<file path="src/rtl/adc_fabric_result_port_defines.svh">
`ifndef ADC_FABRIC_RESULT_PORT_DEFINES_SVH
`define ADC_FABRIC_RESULT_PORT_DEFINES_SVH

// Widths of the stored result, the fabric result lines, the channel tag and the configuration word.
`define RES_W          16
`define OUT_W          12
`define TAG_W          4
`define CFG_W          32

// Channel configuration bit that enables the fabric output.
`define CFG_OUT_EN_BIT 31

// Field positions of the result halves on the fabric lines.
`define LO_MSB         11
`define HI_MSB         15
`define HI_LSB         8
`define HI_OUT_MSB     7
`define PAD_W          4

// Positions of the saturation and range flags in the tag in fabric-control mode.
`define TAG_SAT_BIT    0
`define TAG_RNG_BIT    1

// Hold time of the early channel tag, in system clock cycles, and the FIFO depth in entries.
`define HOLD_CYCLES    2'd2
`define FIFO_DEPTH     8

// Reset values.
`define RST_RESULT     16'h0000
`define RST_TAG        4'h0

`endif

</file>
<file path="src/rtl/adc_fabric_result_pkg.sv">
`include "adc_fabric_result_port_defines.svh"

package adc_fabric_result_pkg;

  // One finished conversion on its way to the fabric.
  typedef struct packed {
    logic [`RES_W-1:0] res;
    logic              sat;
    logic              rng;
    logic              eos;
  } conv_word_t;

  // Output stage: idle, first held cycle, second held cycle.
  typedef enum logic [2:0] {
    D_IDLE  = 3'b001,
    D_HOLD1 = 3'b010,
    D_HOLD2 = 3'b100
  } data_state_t;

  // All state of the port except the FIFO.
  typedef struct packed {
    data_state_t       dstate;
    conv_word_t        word;
    logic [1:0]        tcnt;
    logic [`TAG_W-1:0] tag;
    logic              sdone;
    logic [`RES_W-1:0] result;
  } port_state_t;

endpackage

</file>
<file path="src/rtl/adc_fabric_result_port.sv">
`timescale 1ns/100ps
`include "adc_fabric_result_port_defines.svh"

module adc_fabric_result_port #(
  parameter int FIFO_DEPTH = `FIFO_DEPTH
) (
  input  wire logic              mclk_i,
  input  wire logic              rst_i,
  input  wire logic              fabric_mode_i,
  input  wire logic              sample_done_i,
  input  wire logic [`TAG_W-1:0] sample_chan_i,
  input  wire logic [`CFG_W-1:0] sample_cfg_i,
  input  wire logic              conv_done_i,
  input  wire logic [`CFG_W-1:0] conv_cfg_i,
  input  wire logic [`RES_W-1:0] conv_result_i,
  input  wire logic              conv_sat_i,
  input  wire logic              conv_rng_i,
  input  wire logic              conv_last_i,
  output logic                   conv_ready_o,
  input  wire logic              hilo_sel_i,
  output logic [`RES_W-1:0]      result_reg_o,
  output logic                   fabric_sample_done_o,
  output logic [`TAG_W-1:0]      fabric_channel_tag_o,
  output logic                   fabric_channel_tag_valid_o,
  output logic [`OUT_W-1:0]      fabric_data_o,
  output logic                   fabric_data_valid_o,
  output logic                   fabric_eos_o
);

  localparam int WORD_W = $bits(adc_fabric_result_pkg::conv_word_t);

  adc_fabric_result_pkg::port_state_t st_r;
  adc_fabric_result_pkg::port_state_t st_nxt;
  adc_fabric_result_pkg::conv_word_t  in_word;
  adc_fabric_result_pkg::conv_word_t  fifo_word;
  logic [WORD_W-1:0]                  fifo_bits;
  logic                               fifo_valid;
  logic                               fifo_ready;
  logic                               in_take;
  logic                               stage_free;
  logic                               take_fifo;
  logic                               take_direct;
  logic                               push;
  logic                               tag_take;

  // True when a configuration word enables the fabric output of its channel.
  function automatic logic out_enabled(input logic [`CFG_W-1:0] cfg);
    return cfg[`CFG_OUT_EN_BIT];
  endfunction

  // Incoming word. In fabric-control mode every single conversion ends a scan.
  always_comb
  begin
    in_word.res = conv_result_i;
    in_word.sat = conv_sat_i;
    in_word.rng = conv_rng_i;
    in_word.eos = conv_last_i || fabric_mode_i;
  end

  // Stage arbitration. The FIFO is bypassed when it is empty and the stage is
  // free, which keeps the one-cycle latency; it only absorbs conversions that
  // arrive while an earlier result is still being held.
  assign in_take     = conv_done_i && out_enabled(conv_cfg_i);
  assign stage_free  = (st_r.dstate == adc_fabric_result_pkg::D_IDLE) ||
                       (st_r.dstate == adc_fabric_result_pkg::D_HOLD2);
  assign take_fifo   = stage_free && fifo_valid;
  assign take_direct = stage_free && !fifo_valid && in_take;
  assign push        = in_take && !take_direct;
  assign fifo_word   = adc_fabric_result_pkg::conv_word_t'(fifo_bits);
  assign tag_take    = sample_done_i && out_enabled(sample_cfg_i) && !fabric_mode_i;

  // Back-pressure to the sequencer: a conversion offered while the FIFO is full
  // cannot be kept, so the sequencer must wait for this ready.
  assign conv_ready_o = fifo_ready;

  result_fifo #(
    .WIDTH (WORD_W),
    .DEPTH (FIFO_DEPTH)
  ) u_fifo (
    .mclk_i      (mclk_i),
    .rst_i       (rst_i),
    .in_valid_i  (push),
    .in_ready_o  (fifo_ready),
    .in_data_i   (in_word),
    .out_valid_o (fifo_valid),
    .out_ready_i (take_fifo),
    .out_data_o  (fifo_bits)
  );

  // Next state of the whole port.
  always_comb
  begin
    st_nxt = st_r;
    // Sampling-finished pulse, one cycle late so that it leaves a flip-flop.
    st_nxt.sdone = sample_done_i;
    // Every conversion lands in the result register, enabled or not.
    if (conv_done_i)
    begin
      st_nxt.result = conv_result_i;
    end
    // Early channel tag, held for the fixed count of cycles.
    if (st_r.tcnt != 2'd0)
    begin
      st_nxt.tcnt = st_r.tcnt - 2'd1;
    end
    if (tag_take)
    begin
      st_nxt.tag  = sample_chan_i;
      st_nxt.tcnt = `HOLD_CYCLES;
    end
    // Result stage: load, then hold for two cycles.
    case (st_r.dstate)
      adc_fabric_result_pkg::D_IDLE:
      begin
        if (take_fifo || take_direct)
        begin
          st_nxt.dstate = adc_fabric_result_pkg::D_HOLD1;
          st_nxt.word   = take_fifo ? fifo_word : in_word;
        end
      end
      adc_fabric_result_pkg::D_HOLD1:
      begin
        st_nxt.dstate = adc_fabric_result_pkg::D_HOLD2;
      end
      adc_fabric_result_pkg::D_HOLD2:
      begin
        if (take_fifo || take_direct)
        begin
          st_nxt.dstate = adc_fabric_result_pkg::D_HOLD1;
          st_nxt.word   = take_fifo ? fifo_word : in_word;
        end
        else
        begin
          st_nxt.dstate = adc_fabric_result_pkg::D_IDLE;
        end
      end
      default:
      begin
        st_nxt.dstate = adc_fabric_result_pkg::D_IDLE;
      end
    endcase
  end

  // State register.
  always_ff @(posedge mclk_i or posedge rst_i)
  begin
    if (rst_i)
    begin
      st_r.dstate <= adc_fabric_result_pkg::D_IDLE;
      st_r.word   <= '0;
      st_r.tcnt   <= 2'd0;
      st_r.tag    <= `RST_TAG;
      st_r.sdone  <= 1'b0;
      st_r.result <= `RST_RESULT;
    end
    else
    begin
      st_r <= st_nxt;
    end
  end

  // Simple outputs straight from the state.
  assign result_reg_o         = st_r.result;
  assign fabric_sample_done_o = st_r.sdone;
  assign fabric_data_valid_o  = (st_r.dstate != adc_fabric_result_pkg::D_IDLE);
  assign fabric_eos_o         = fabric_data_valid_o && st_r.word.eos;

  // The half select is a pure mux so the fabric can flip it within one cycle
  // of the hold window and read both parts; the unused high lines read zero.
  assign fabric_data_o = hilo_sel_i ?
    {{`PAD_W{1'b0}}, st_r.word.res[`HI_MSB:`HI_LSB]} :
    st_r.word.res[`LO_MSB:0];

  // In fabric-control mode the tag carries the flags and rides with the result.
  // The mode input is taken live, so it must not change while a result is held.
  always_comb
  begin
    if (fabric_mode_i)
    begin
      fabric_channel_tag_o                 = '0;
      fabric_channel_tag_o[`TAG_SAT_BIT]   = st_r.word.sat;
      fabric_channel_tag_o[`TAG_RNG_BIT]   = st_r.word.rng;
      fabric_channel_tag_valid_o           = fabric_data_valid_o;
    end
    else
    begin
      fabric_channel_tag_o       = st_r.tag;
      fabric_channel_tag_valid_o = (st_r.tcnt != 2'd0);
    end
  end
endmodule

</file>
<file path="src/rtl/result_fifo.sv">
`timescale 1ns/100ps

module result_fifo #(
  parameter int WIDTH = 8,
  parameter int DEPTH = 8
) (
  input  wire logic             mclk_i,
  input  wire logic             rst_i,
  input  wire logic             in_valid_i,
  output logic                  in_ready_o,
  input  wire logic [WIDTH-1:0] in_data_i,
  output logic                  out_valid_o,
  input  wire logic             out_ready_i,
  output logic      [WIDTH-1:0] out_data_o
);

  localparam int AW = (DEPTH > 1) ? $clog2(DEPTH) : 1;

  typedef struct packed {
    logic [DEPTH-1:0][WIDTH-1:0] mem;
    logic [AW-1:0]               wptr;
    logic [AW-1:0]               rptr;
    logic [AW:0]                 count;
  } fifo_state_t;

  fifo_state_t st_r;
  fifo_state_t st_nxt;
  logic        do_push;
  logic        do_pop;

  // Full and empty come straight from the count, so both sides see honest flags.
  assign in_ready_o  = (st_r.count != (AW+1)'(DEPTH));
  assign out_valid_o = (st_r.count != '0);
  // The head is read without a register so the drain side loses no cycle.
  assign out_data_o  = st_r.mem[st_r.rptr];
  assign do_push     = in_valid_i && in_ready_o;
  assign do_pop      = out_ready_i && out_valid_o;

  // Pointer and count update; pointers wrap at the depth.
  always_comb
  begin
    st_nxt = st_r;
    if (do_push)
    begin
      st_nxt.mem[st_r.wptr] = in_data_i;
      st_nxt.wptr = (st_r.wptr == AW'(DEPTH-1)) ? '0 : st_r.wptr + 1'b1;
    end
    if (do_pop)
    begin
      st_nxt.rptr = (st_r.rptr == AW'(DEPTH-1)) ? '0 : st_r.rptr + 1'b1;
    end
    if (do_push && !do_pop)
    begin
      st_nxt.count = st_r.count + 1'b1;
    end
    else if (do_pop && !do_push)
    begin
      st_nxt.count = st_r.count - 1'b1;
    end
  end

  // State register.
  always_ff @(posedge mclk_i or posedge rst_i)
  begin
    if (rst_i)
    begin
      st_r <= '0;
    end
    else
    begin
      st_r <= st_nxt;
    end
  end

endmodule

</file>
<file path="config.mk">
export PLATFORM = sky130hd
export DESIGN_NAME = adc_fabric_result_port
export DESIGN_NICKNAME = d
export VERILOG_FILES = /design/src/rtl/adc_fabric_result_pkg.sv /design/src/rtl/adc_fabric_result_port.sv /design/src/rtl/result_fifo.sv
export VERILOG_INCLUDE_DIRS = /design/src /design/src/rtl
export SDC_FILE = /design/constraint.sdc
export NUM_CORES = 1
export LEC_CHECK = 0
export BUFFER_PORTS_ARGS = -buffer_cell sky130_fd_sc_hd__buf_4
export CAP_MARGIN = 10
export CORE_MARGIN = 2
export CORE_UTILIZATION = 54
export CTS_BUF_LIST = sky130_fd_sc_hd__clkbuf_4 sky130_fd_sc_hd__clkbuf_8
export CTS_CLUSTER_SIZE = 40
export DETAILED_ROUTE_END_ITERATION = 6
export PLACE_DENSITY = 0.78
export SLEW_MARGIN = 20
export SYNTH_ARGS = -nofsm -noshare
export SYNTH_HDL_FRONTEND = slang
export SYNTH_HIERARCHICAL = 1
export SYNTH_SLANG_ARGS = --single-unit
export TNS_END_PERCENT = 100
</file>
<file path="constraint.sdc">
create_clock -name mclk_i -period 4.8 [get_ports mclk_i]
set_input_delay 0.24 -clock mclk_i [delete_from_list [all_inputs] [get_ports mclk_i]]
set_output_delay 0.24 -clock mclk_i [all_outputs]
set_load 0.01 [all_outputs]
</file>
==> flow_summary.ini, run 1 <==
[status]
status = complete, no violations

[timing]
tns_ps = 0
max_freq_mhz = 260
finalHoldViolCount = 0
post-route-min-period_ps = 3840
rsz0062_at_grt = false
slew_violations = 0
finalSetupViolations = 0
skew_ps = 21.9
worstMarginPinSlew_ps = 986
slew_headroom = 0.334
fin_crit_sh = 0.801

[routing]
wl_per_cell_um = 22.1
drc = 0
ant_nets = 0
drtIter0Drc = 334
num_vias = 5656
firstDrtPassIters = 5
viasPerCell = 5.92
wirelength_mm = 21.1

[setup_path]
cp.arrival_ps = 4230
start_kind = register
cp-end-kind = register
reg2reg_from = u_fifo/st_r[0]
setup.worst_path.class = register to register
cp_top_family = simple AND/OR/NAND/NOR gates
r2r_cells = 10
critPathBufInv = 2
crit_slowest_cell = or4_2
r2r-end = u_fifo/st_r[3]
cp_max_fo = 24
cp_cell_sequence = or4_2 > o31a_1 > nand2_1 > inv_1 > ha_1 > inv_1 > ha_1 > or4_1 > o211ai_1 > o211ai_1
worstPathRequired_ps = 5180
r2r_slack_ps = 960
critPathMaxStageDelay_ps = 1060
critPathLaunch = u_fifo/st_r[0]

[synthesis]
netlist.area_leader.share = 0.524
synth-seq-cells = 207
syn_area_um2 = 9850
avgSynthCellArea_um2 = 15.8
synthCells = 625
yosysSeqAreaShare = 0.526
ys.flop_type = dfrtp_1
yosys_warnings = 6
syn-num-nets = 727
synth-async-reset-ratio = 1.00
synth_area_leaders = dfrtp_1 52%, mux2_2 25%, mux4_2 8.7%, mux2_4 3.0%, buf_4 1.6%
synth_cell_type_count = 43
synth_edf_count = 0
synth_top_area_cell = dfrtp_1

[floorplanning]
row_count = 49
core_um2 = 17900
start_util = 0.550
io-pin-count = 130
dieArea_um2 = 19300
fp.dieH_um = 139
die-width_um = 139

[clock_network]
cts_buffers = 35
htreeDepth = 2
cts_tree = yes
cts_root_buf = clkbuf_8
cts.path.max_buffers = 3
cts_resized = 0
clk_latency_ps = 520
numClockSinks = 207
clk_pin_slew_worst_paths_ps = 60

[placed_design]
dp_hpwl_mm = 12.7
portBuffers = 67
gp_congestion = 0.732

[global_route]
grt_first_pass_wirelength_mm = 34.3
grt_pass1_vias = 6287
antenna_found_initial = 0
track_usage = 0.226
grt_max_degree = 122
gr-total-overflow = 0

[layout]
drive_gt1_frac = 0.598
multi_input_area_um2 = 4290
regArea_um2 = 5180
nFillCells = 1327
final_cell_mix = 222 x mux2_2, 204 x dfrtp_1, 80 x buf_4
utilization = 0.630
diodes = 0
layout.nets = 806
final_common_cell = mux2_2
syn2layout_area_growth_pct = 14.5

[pwr]
power.density_nw_per_um2 = 686
p_leak_uw = 0.00503
power_uw = 7730
ir_drop_v = 0.000313

[worst_hold_path]
min_path_cells = 2
worstHoldEndpoint = u_fifo/st_r[38]
hold_start = conv_result_i[6]
hold_class = input pin to register

[flow_run]
maxCapViolCount = 0
-- cells in the mapped netlist (all sizes together) (2+ instances only) --
| library cell | count |
|---|---|
| dfrtp | 206 |
| xnor2 | 4 |
| nand2 | 9 |
| mux4 | 38 |
| nand3b | 3 |
| inv | 8 |
| nor2b | 7 |
| nand2b | 2 |
| buf | 42 |
| nor3 | 4 |
| nand3 | 4 |
| or4 | 5 |
| nor3b | 4 |
| o211ai | 3 |
| mux2 | 243 |
| ha | 8 |
| nor2 | 2 |
| o21ai | 3 |
| mux2i | 2 |
| and2 | 2 |
| a21oi | 3 |
| nor4b | 4 |
| clkbuf | 10 |
-- kinds of logic after synthesis --
logic type,count (synthesis),synth area share
flip-flops,207,0.526
buffers and inverters,60,0.0403
AO/OA/AOI/OAI,14,0.0100
AND/OR/NAND/NOR,48,0.0324
XOR/XNOR,4,0.00432
adder cells (fa/ha/maj),9,0.0122
multiplexers,283,0.375
-- report_power, final --
group	internal, µW	switching [µW]
registers	2540	589
logic	1880	1080
clock network	949	692
-- metrics by stage --
step | hold slack (ps) | instances | setup slack (ps) | instance area [µm²]
floorplan | 271 | 625 | 183 | 9850
global placement | 364 | 882 | 1100 | 10400
detailed placement | 367 | 882 | 986 | 10400
CTS | 4.48 | 956 | 969 | 11300
global route | 18.9 | 956 | 779 | 11300
finish | 38.3 | 956 | 956 | 11300
-- worst max path at each step --
stage	cells after the start	end	slack (ps)
after CTS	10	u_fifo/st_r[3]	970
after floorplan	1	u_fifo/st_r[0]	180
after global placement	10	u_fifo/st_r[3]	1100
after global routing	10	u_fifo/st_r[3]	780
final	10	u_fifo/st_r[3]	960
after detailed placement	10	u_fifo/st_r[3]	990
-- layout make-up --
type	instances	area share
repair buffers	94	0.0657
clock buffers	53	0.0597
multi-input cells	358	0.380
inverters	8	0.00333
well taps	229	0.0254
clock inverters	7	0.00599
flip-flops and latches	207	0.460
-- timing repair --
action	in CTS	in global routing
hold buffers	14	0
buffers inserted	0	0
endpoints found under the hold margin	84	0
-- registers in the layout, summed over array words and instances, names as in the netlist --
register	flops
fabric_sample_done_o	1
result_reg_o	16
u_fifo/st_r	162
st_r	28
-- layer usage --
| layer | vias up | global-route usage | share of wire |
|---|---|---|---|
| met5 | - | 0 | 0 |
| met4 | 0 | 0.0686 | 0.018 |
| met3 | 36 | 0.0421 | 0.051 |
| met2 | 154 | 0.382 | 0.51 |
| met1 | 3018 | 0.302 | 0.42 |
| li1 | 2448 | - | - |
(Power assumes the default switching activity.)
==> run 2: changes to the inputs <==
==> constraint.sdc (replaced) <==
create_clock -name mclk_i -period 3.15 [get_ports mclk_i]
set_input_delay 0.1575 -clock mclk_i [delete_from_list [all_inputs] [get_ports mclk_i]]
set_output_delay 0.1575 -clock mclk_i [all_outputs]
set_load 0.01 [all_outputs]
==> run 2 against run 1 <==
Net effect:
- clock skew up 12 ps
- first-iteration DRC count down 16%
- critical path depth unchanged
- via count up 0.42%
- combinational power up 68%
- register-to-register slack worse by 760 ps
- worst setup slack worse by 760 ps
- critical path type unchanged
==> flow_summary.ini, run 2 (synthesis results as in run 1) <==
[timing]
skew_ps = 33.6
post-route-min-period_ps = 2950
hold_ws_ps = 97.8
tns_ps = 0
finalHoldViolCount = 0
max_freq_mhz = 339
worstMarginPinSlew_ps = 954
fin_crit_sh = 0.937
slew_headroom = 0.362
rsz0062_at_grt = false
finalSetupViolations = 0
slew_violations = 0

[clock_network]
cts_buffers = 35
clk_latency_ps = 530
clk_pin_slew_worst_paths_ps = 60
cts.path.max_buffers = 3
htreeDepth = 2
cts_tree = yes
cts_root_buf = clkbuf_8
numClockSinks = 207

[placed_design]
portBuffers = 67
dp_hpwl_mm = 13.1
gp_congestion = 0.719
placedCellCount = 892

[setup_path]
setup.worst_path.class = register to register
start_kind = register
cp.arrival_ps = 3340
critPathBufInv = 2
crit_slowest_cell = or4_4
crit_top_cell = o211ai_1
worstPathRequired_ps = 3540
cp_max_fo = 6
cp_top_family = simple AND/OR/NAND/NOR gates
cp-end-kind = register
cp_cell_sequence = or4_4 > o31a_1 > nand2_2 > inv_1 > ha_2 > inv_2 > ha_4 > or4_1 > o211ai_1 > o211ai_1
critPathMaxStageDelay_ps = 540

[global_route]
track_usage = 0.231
grt_pass1_vias = 6429
grt_first_pass_wirelength_mm = 34.8
grt_max_degree = 63
gr-total-overflow = 0
antenna_found_initial = 0

[flow_run]
maxCapViolCount = 0

[floorplanning]
core_um2 = 17900
die-width_um = 139
io-pin-count = 130
dieArea_um2 = 19300
row_count = 49
start_util = 0.550
fp.dieH_um = 139

[routing]
firstDrtPassIters = 4
ant_nets = 0
drtIter0Drc = 280
num_vias = 5680
wirelength_mm = 21.7
drc = 0
viasPerCell = 5.83
wl_per_cell_um = 22.2

[layout]
multi_input_area_um2 = 4310
final_common_cell = mux2_2
largest_register_ffs = 162
stdcell_count = 975
drive_gt1_frac = 0.605
nFillCells = 1307
top_register = u_fifo/st_r
diodes = 0
utilization = 0.644
syn2layout_area_growth_pct = 17.1
layout.nets = 829
regArea_um2 = 5190
final_cell_mix = 222 x mux2_2, 202 x dfrtp_1, 85 x buf_4

[pwr]
ir_drop_v = 0.000396
power_uw = 11900
power.density_nw_per_um2 = 1030
p_leak_uw = 0.00515

[worst_hold_path]
hold_class = input pin to register

[status]
status = complete, no violations
==> run 2: cell types whose count changed in the layout (fill, tap and decap cells not counted), sizes merged <==
| cell | delta |
|---|---|
| clkinv | -1 |
| clkinvlp | -1 |
| buf | +13 |
| dlygate4sd3 | +10 |
| bufinv | -1 |
| clkbuf | -1 |
==> run 2: cell type report <==
cell class,instances,area share
tap,229,0.0248
sequential,207,0.450
multi-input combinational,358,0.374
inverter,8,0.00293
clock inverter,4,0.00228
clock buffer,52,0.0561
timing repair buffer,117,0.0901
==> run 2: worst paths after layout <==
| path | start | depth (start not counted) | slack (ps) | endpoint |
|---|---|---|---|---|
| max | u_fifo/st_r[3] | 10 | 200 | u_fifo/st_r[3] |
| min in group asynchronous | rst_i | 3 | 400 | u_fifo/st_r[107] |
| max reg2reg | u_fifo/st_r[3] | 10 | 200 | u_fifo/st_r[3] |
| max in group asynchronous | rst_i | 4 | 1940 | u_fifo/st_r[144] |
| min reg2reg | u_fifo/st_r[80] | 1 | 500 | u_fifo/st_r[80] |
| min | sample_cfg_i[31] | 3 | 100 | st_r[22] |
==> run 2: through the flow <==
stage	cell area (µm²)	setup WS [ps]
2_1_floorplan	9890	0.0215
3_3_place_gp	10600	178
3_5_place_dp	10600	38.9
4_1_cts	11500	32.6
5_1_grt	11500	16.9
6_report	11500	200
==> run 2: what timing repair did <==
item	4_1_cts	5_1_grt
hold buffers	24	0
buffers inserted	0	3
endpoints found under the hold margin	240	0
gates resized for setup	0	2
setup endpoints to repair	0	1
==> run 2: tightest hold or removal path, delay by kind of cell <==
kind,cells,cell delay [ps]
and+or+nand+nor,2,320
buffers and inverters,1,110
==> run 2: report_power, final <==
group	leakage [µW]	total, µW	switching [µW]	internal, µW
Combinational	0.00225	4980	1950	3030
Clock	0.000358	2340	1030	1310
Sequential	0.00254	4560	677	3880
Total	0.00515	11900	3660	8220
==> run 2: routing by layer <==
layer | track usage | share of wire | routed length, µm | up-vias
li1 | - | - | - | 2496
met1 | 0.293 | 0.42 | 9060 | 3041
met2 | 0.409 | 0.53 | 11400 | 105
met3 | 0.0445 | 0.034 | 746 | 38
met4 | 0.0654 | 0.021 | 448 | 0
met5 | 0 | 0 | 0 | -
==> run 3: changes to the inputs <==
--- a/config.mk
+++ b/config.mk
@@ -14,6 +14,7 @@
 export CTS_CLUSTER_SIZE = 40
 export DETAILED_ROUTE_END_ITERATION = 6
 export PLACE_DENSITY = 0.78
+export RECOVER_POWER = 100
 export SLEW_MARGIN = 20
 export SYNTH_ARGS = -nofsm -noshare
 export SYNTH_HDL_FRONTEND = slang
==> run 3 against run 2 <==
Net effect:
- worst hold slack got worse by 21 ps
- highest routed layer unchanged
- global-route usage is the same
- the run now ends with capacitance limit, slew limit left
- routed wire length down 0.56%
- sequential share of layout area grew 1.3 points
- via count increased by 0.11%
- sequential power about the same
==> flow_summary.ini, run 3 (synthesis results as in run 1) <==
[clock_network]
cts_tree = yes
numClockSinks = 207
clk_latency_ps = 530
clk_pin_slew_worst_paths_ps = 60
cts_buffers = 35
cts_root_buf = clkbuf_8
htreeDepth = 2
cts.path.max_buffers = 3

[timing]
finalHoldViolCount = 0
rsz0062_at_grt = false
worstMarginPinSlew_ps = 1860
layout_setup_ws_ps = 190
fin_crit_sh = 0.940
tns_ps = 0
slew_headroom = -0.247
max_freq_mhz = 338
skew_ps = 32.9
slew_violations = 80
finalSetupViolations = 0
post-route-min-period_ps = 2960

[layout]
largest_register_ffs = 162
drive_gt1_frac = 0.521
utilization = 0.626
diodes = 0
top_register = u_fifo/st_r
stdcell_count = 975
nFillCells = 1363
syn2layout_area_growth_pct = 13.8
layout.nets = 829
final_cell_mix = 218 x mux2_2, 202 x dfrtp_1, 45 x buf_4
final_common_cell = mux2_2
fin_area_um2 = 11200

[placed_design]
place_ws_ps = 38.9
portBuffers = 67
gp_congestion = 0.719
placedCellCount = 892
dp_hpwl_mm = 13.1
placed_area_um2 = 10600

[floorplanning]
die-width_um = 139
fp.dieH_um = 139
row_count = 49
start_util = 0.550
dieArea_um2 = 19300
core_um2 = 17900
io-pin-count = 130

[worst_hold_path]
hold_class = input pin to register
min_path_cells = 3

[status]
violations = capacitance limit, slew limit
status = complete, but fails checks

[setup_path]
cp_cell_sequence = or4_4 > o31a_1 > nand2_2 > inv_1 > ha_2 > inv_2 > ha_4 > or4_1 > o211ai_1 > o211ai_1
cp_max_fo = 6
cp-end-kind = register
crit_slowest_cell = or4_4
crit_top_cell = o211ai_1
start_kind = register
r2r_cells = 10
critPathMaxStageDelay_ps = 540
worstPathRequired_ps = 3540
setup.worst_path.class = register to register
cp.arrival_ps = 3350

[routing]
viasPerCell = 5.83
drtIter0Drc = 244
wirelength_mm = 21.5
num_vias = 5686
firstDrtPassIters = 4
wl_per_cell_um = 22.1
ant_nets = 0
drc = 0

[global_route]
grt_max_degree = 63
grt_first_pass_wirelength_mm = 34.8
track_usage = 0.231
gr-total-overflow = 0
grt_pass1_vias = 6429
antenna_found_initial = 0

[pwr]
ir_drop_v = 0.000394
power.density_nw_per_um2 = 1040
p_leak_uw = 0.00489

[flow_run]
maxCapViolCount = 2
[run 3: final timing paths]
kind	startpoint	to	slack, ps
min reg2reg	u_fifo/st_r[91]	u_fifo/st_r[91]	500
min	conv_last_i	u_fifo/st_r[29]	80
min in group asynchronous	rst_i	u_fifo/st_r[31]	650
max in group asynchronous	rst_i	u_fifo/st_r[133]	850
max	u_fifo/st_r[3]	u_fifo/st_r[3]	190
max reg2reg	u_fifo/st_r[3]	u_fifo/st_r[3]	190
[run 3: final cells by class]
class	count	area (µm²)	area share
inverters	8	31.3	0.00279
multi-input cells	358	4210	0.376
well taps	229	287	0.0256
clock inverters	4	26.3	0.00235
clock buffers	52	647	0.0577
flip-flops and latches	207	5190	0.463
repair buffers	117	813	0.0726
[run 3: report_power, final]
group | total (µW) | switching [µW] | internal (µW)
registers | 4530 | 656 | 3870
clock network | 2340 | 1030 | 1310
logic | 4730 | 1920 | 2810
total | 11600 | 3610 | 7990
[run 3: worst max-delay path, delay by kind of cell, from the launching register on]
kind / cells / cell delay, ps
fa+ha+maj: 2 / 420
compound gates: 3 / 620
simple gates: 3 / 1190
flops: 1 / 430
buf+inv: 2 / 160
[run 3: metal layers]
layer	track usage	share of wire	up-vias
li1	-	-	2502
met1	0.293	0.41	3033
met2	0.409	0.53	116
met3	0.0445	0.036	35
met4	0.0654	0.021	0
met5	0	0	-
[run 3: what timing repair did]
item	CTS	global route
setup endpoints to repair	0	1
hold endpoints to repair	240	0
buffers inserted	0	3
resized for setup	0	2
hold buffers	24	0
[run 3: through the flow]
| step | power, µW | hold WS [ps] |
|---|---|---|
| 2_1_floorplan | 8200 | 189 |
| 5_1_grt | 12300 | 80.0 |
| 3_3_place_gp | 9140 | 275 |
| 6_report | 11600 | 76.9 |
| 4_1_cts | 11900 | 60.5 |
| 3_5_place_dp | 9520 | 278 |
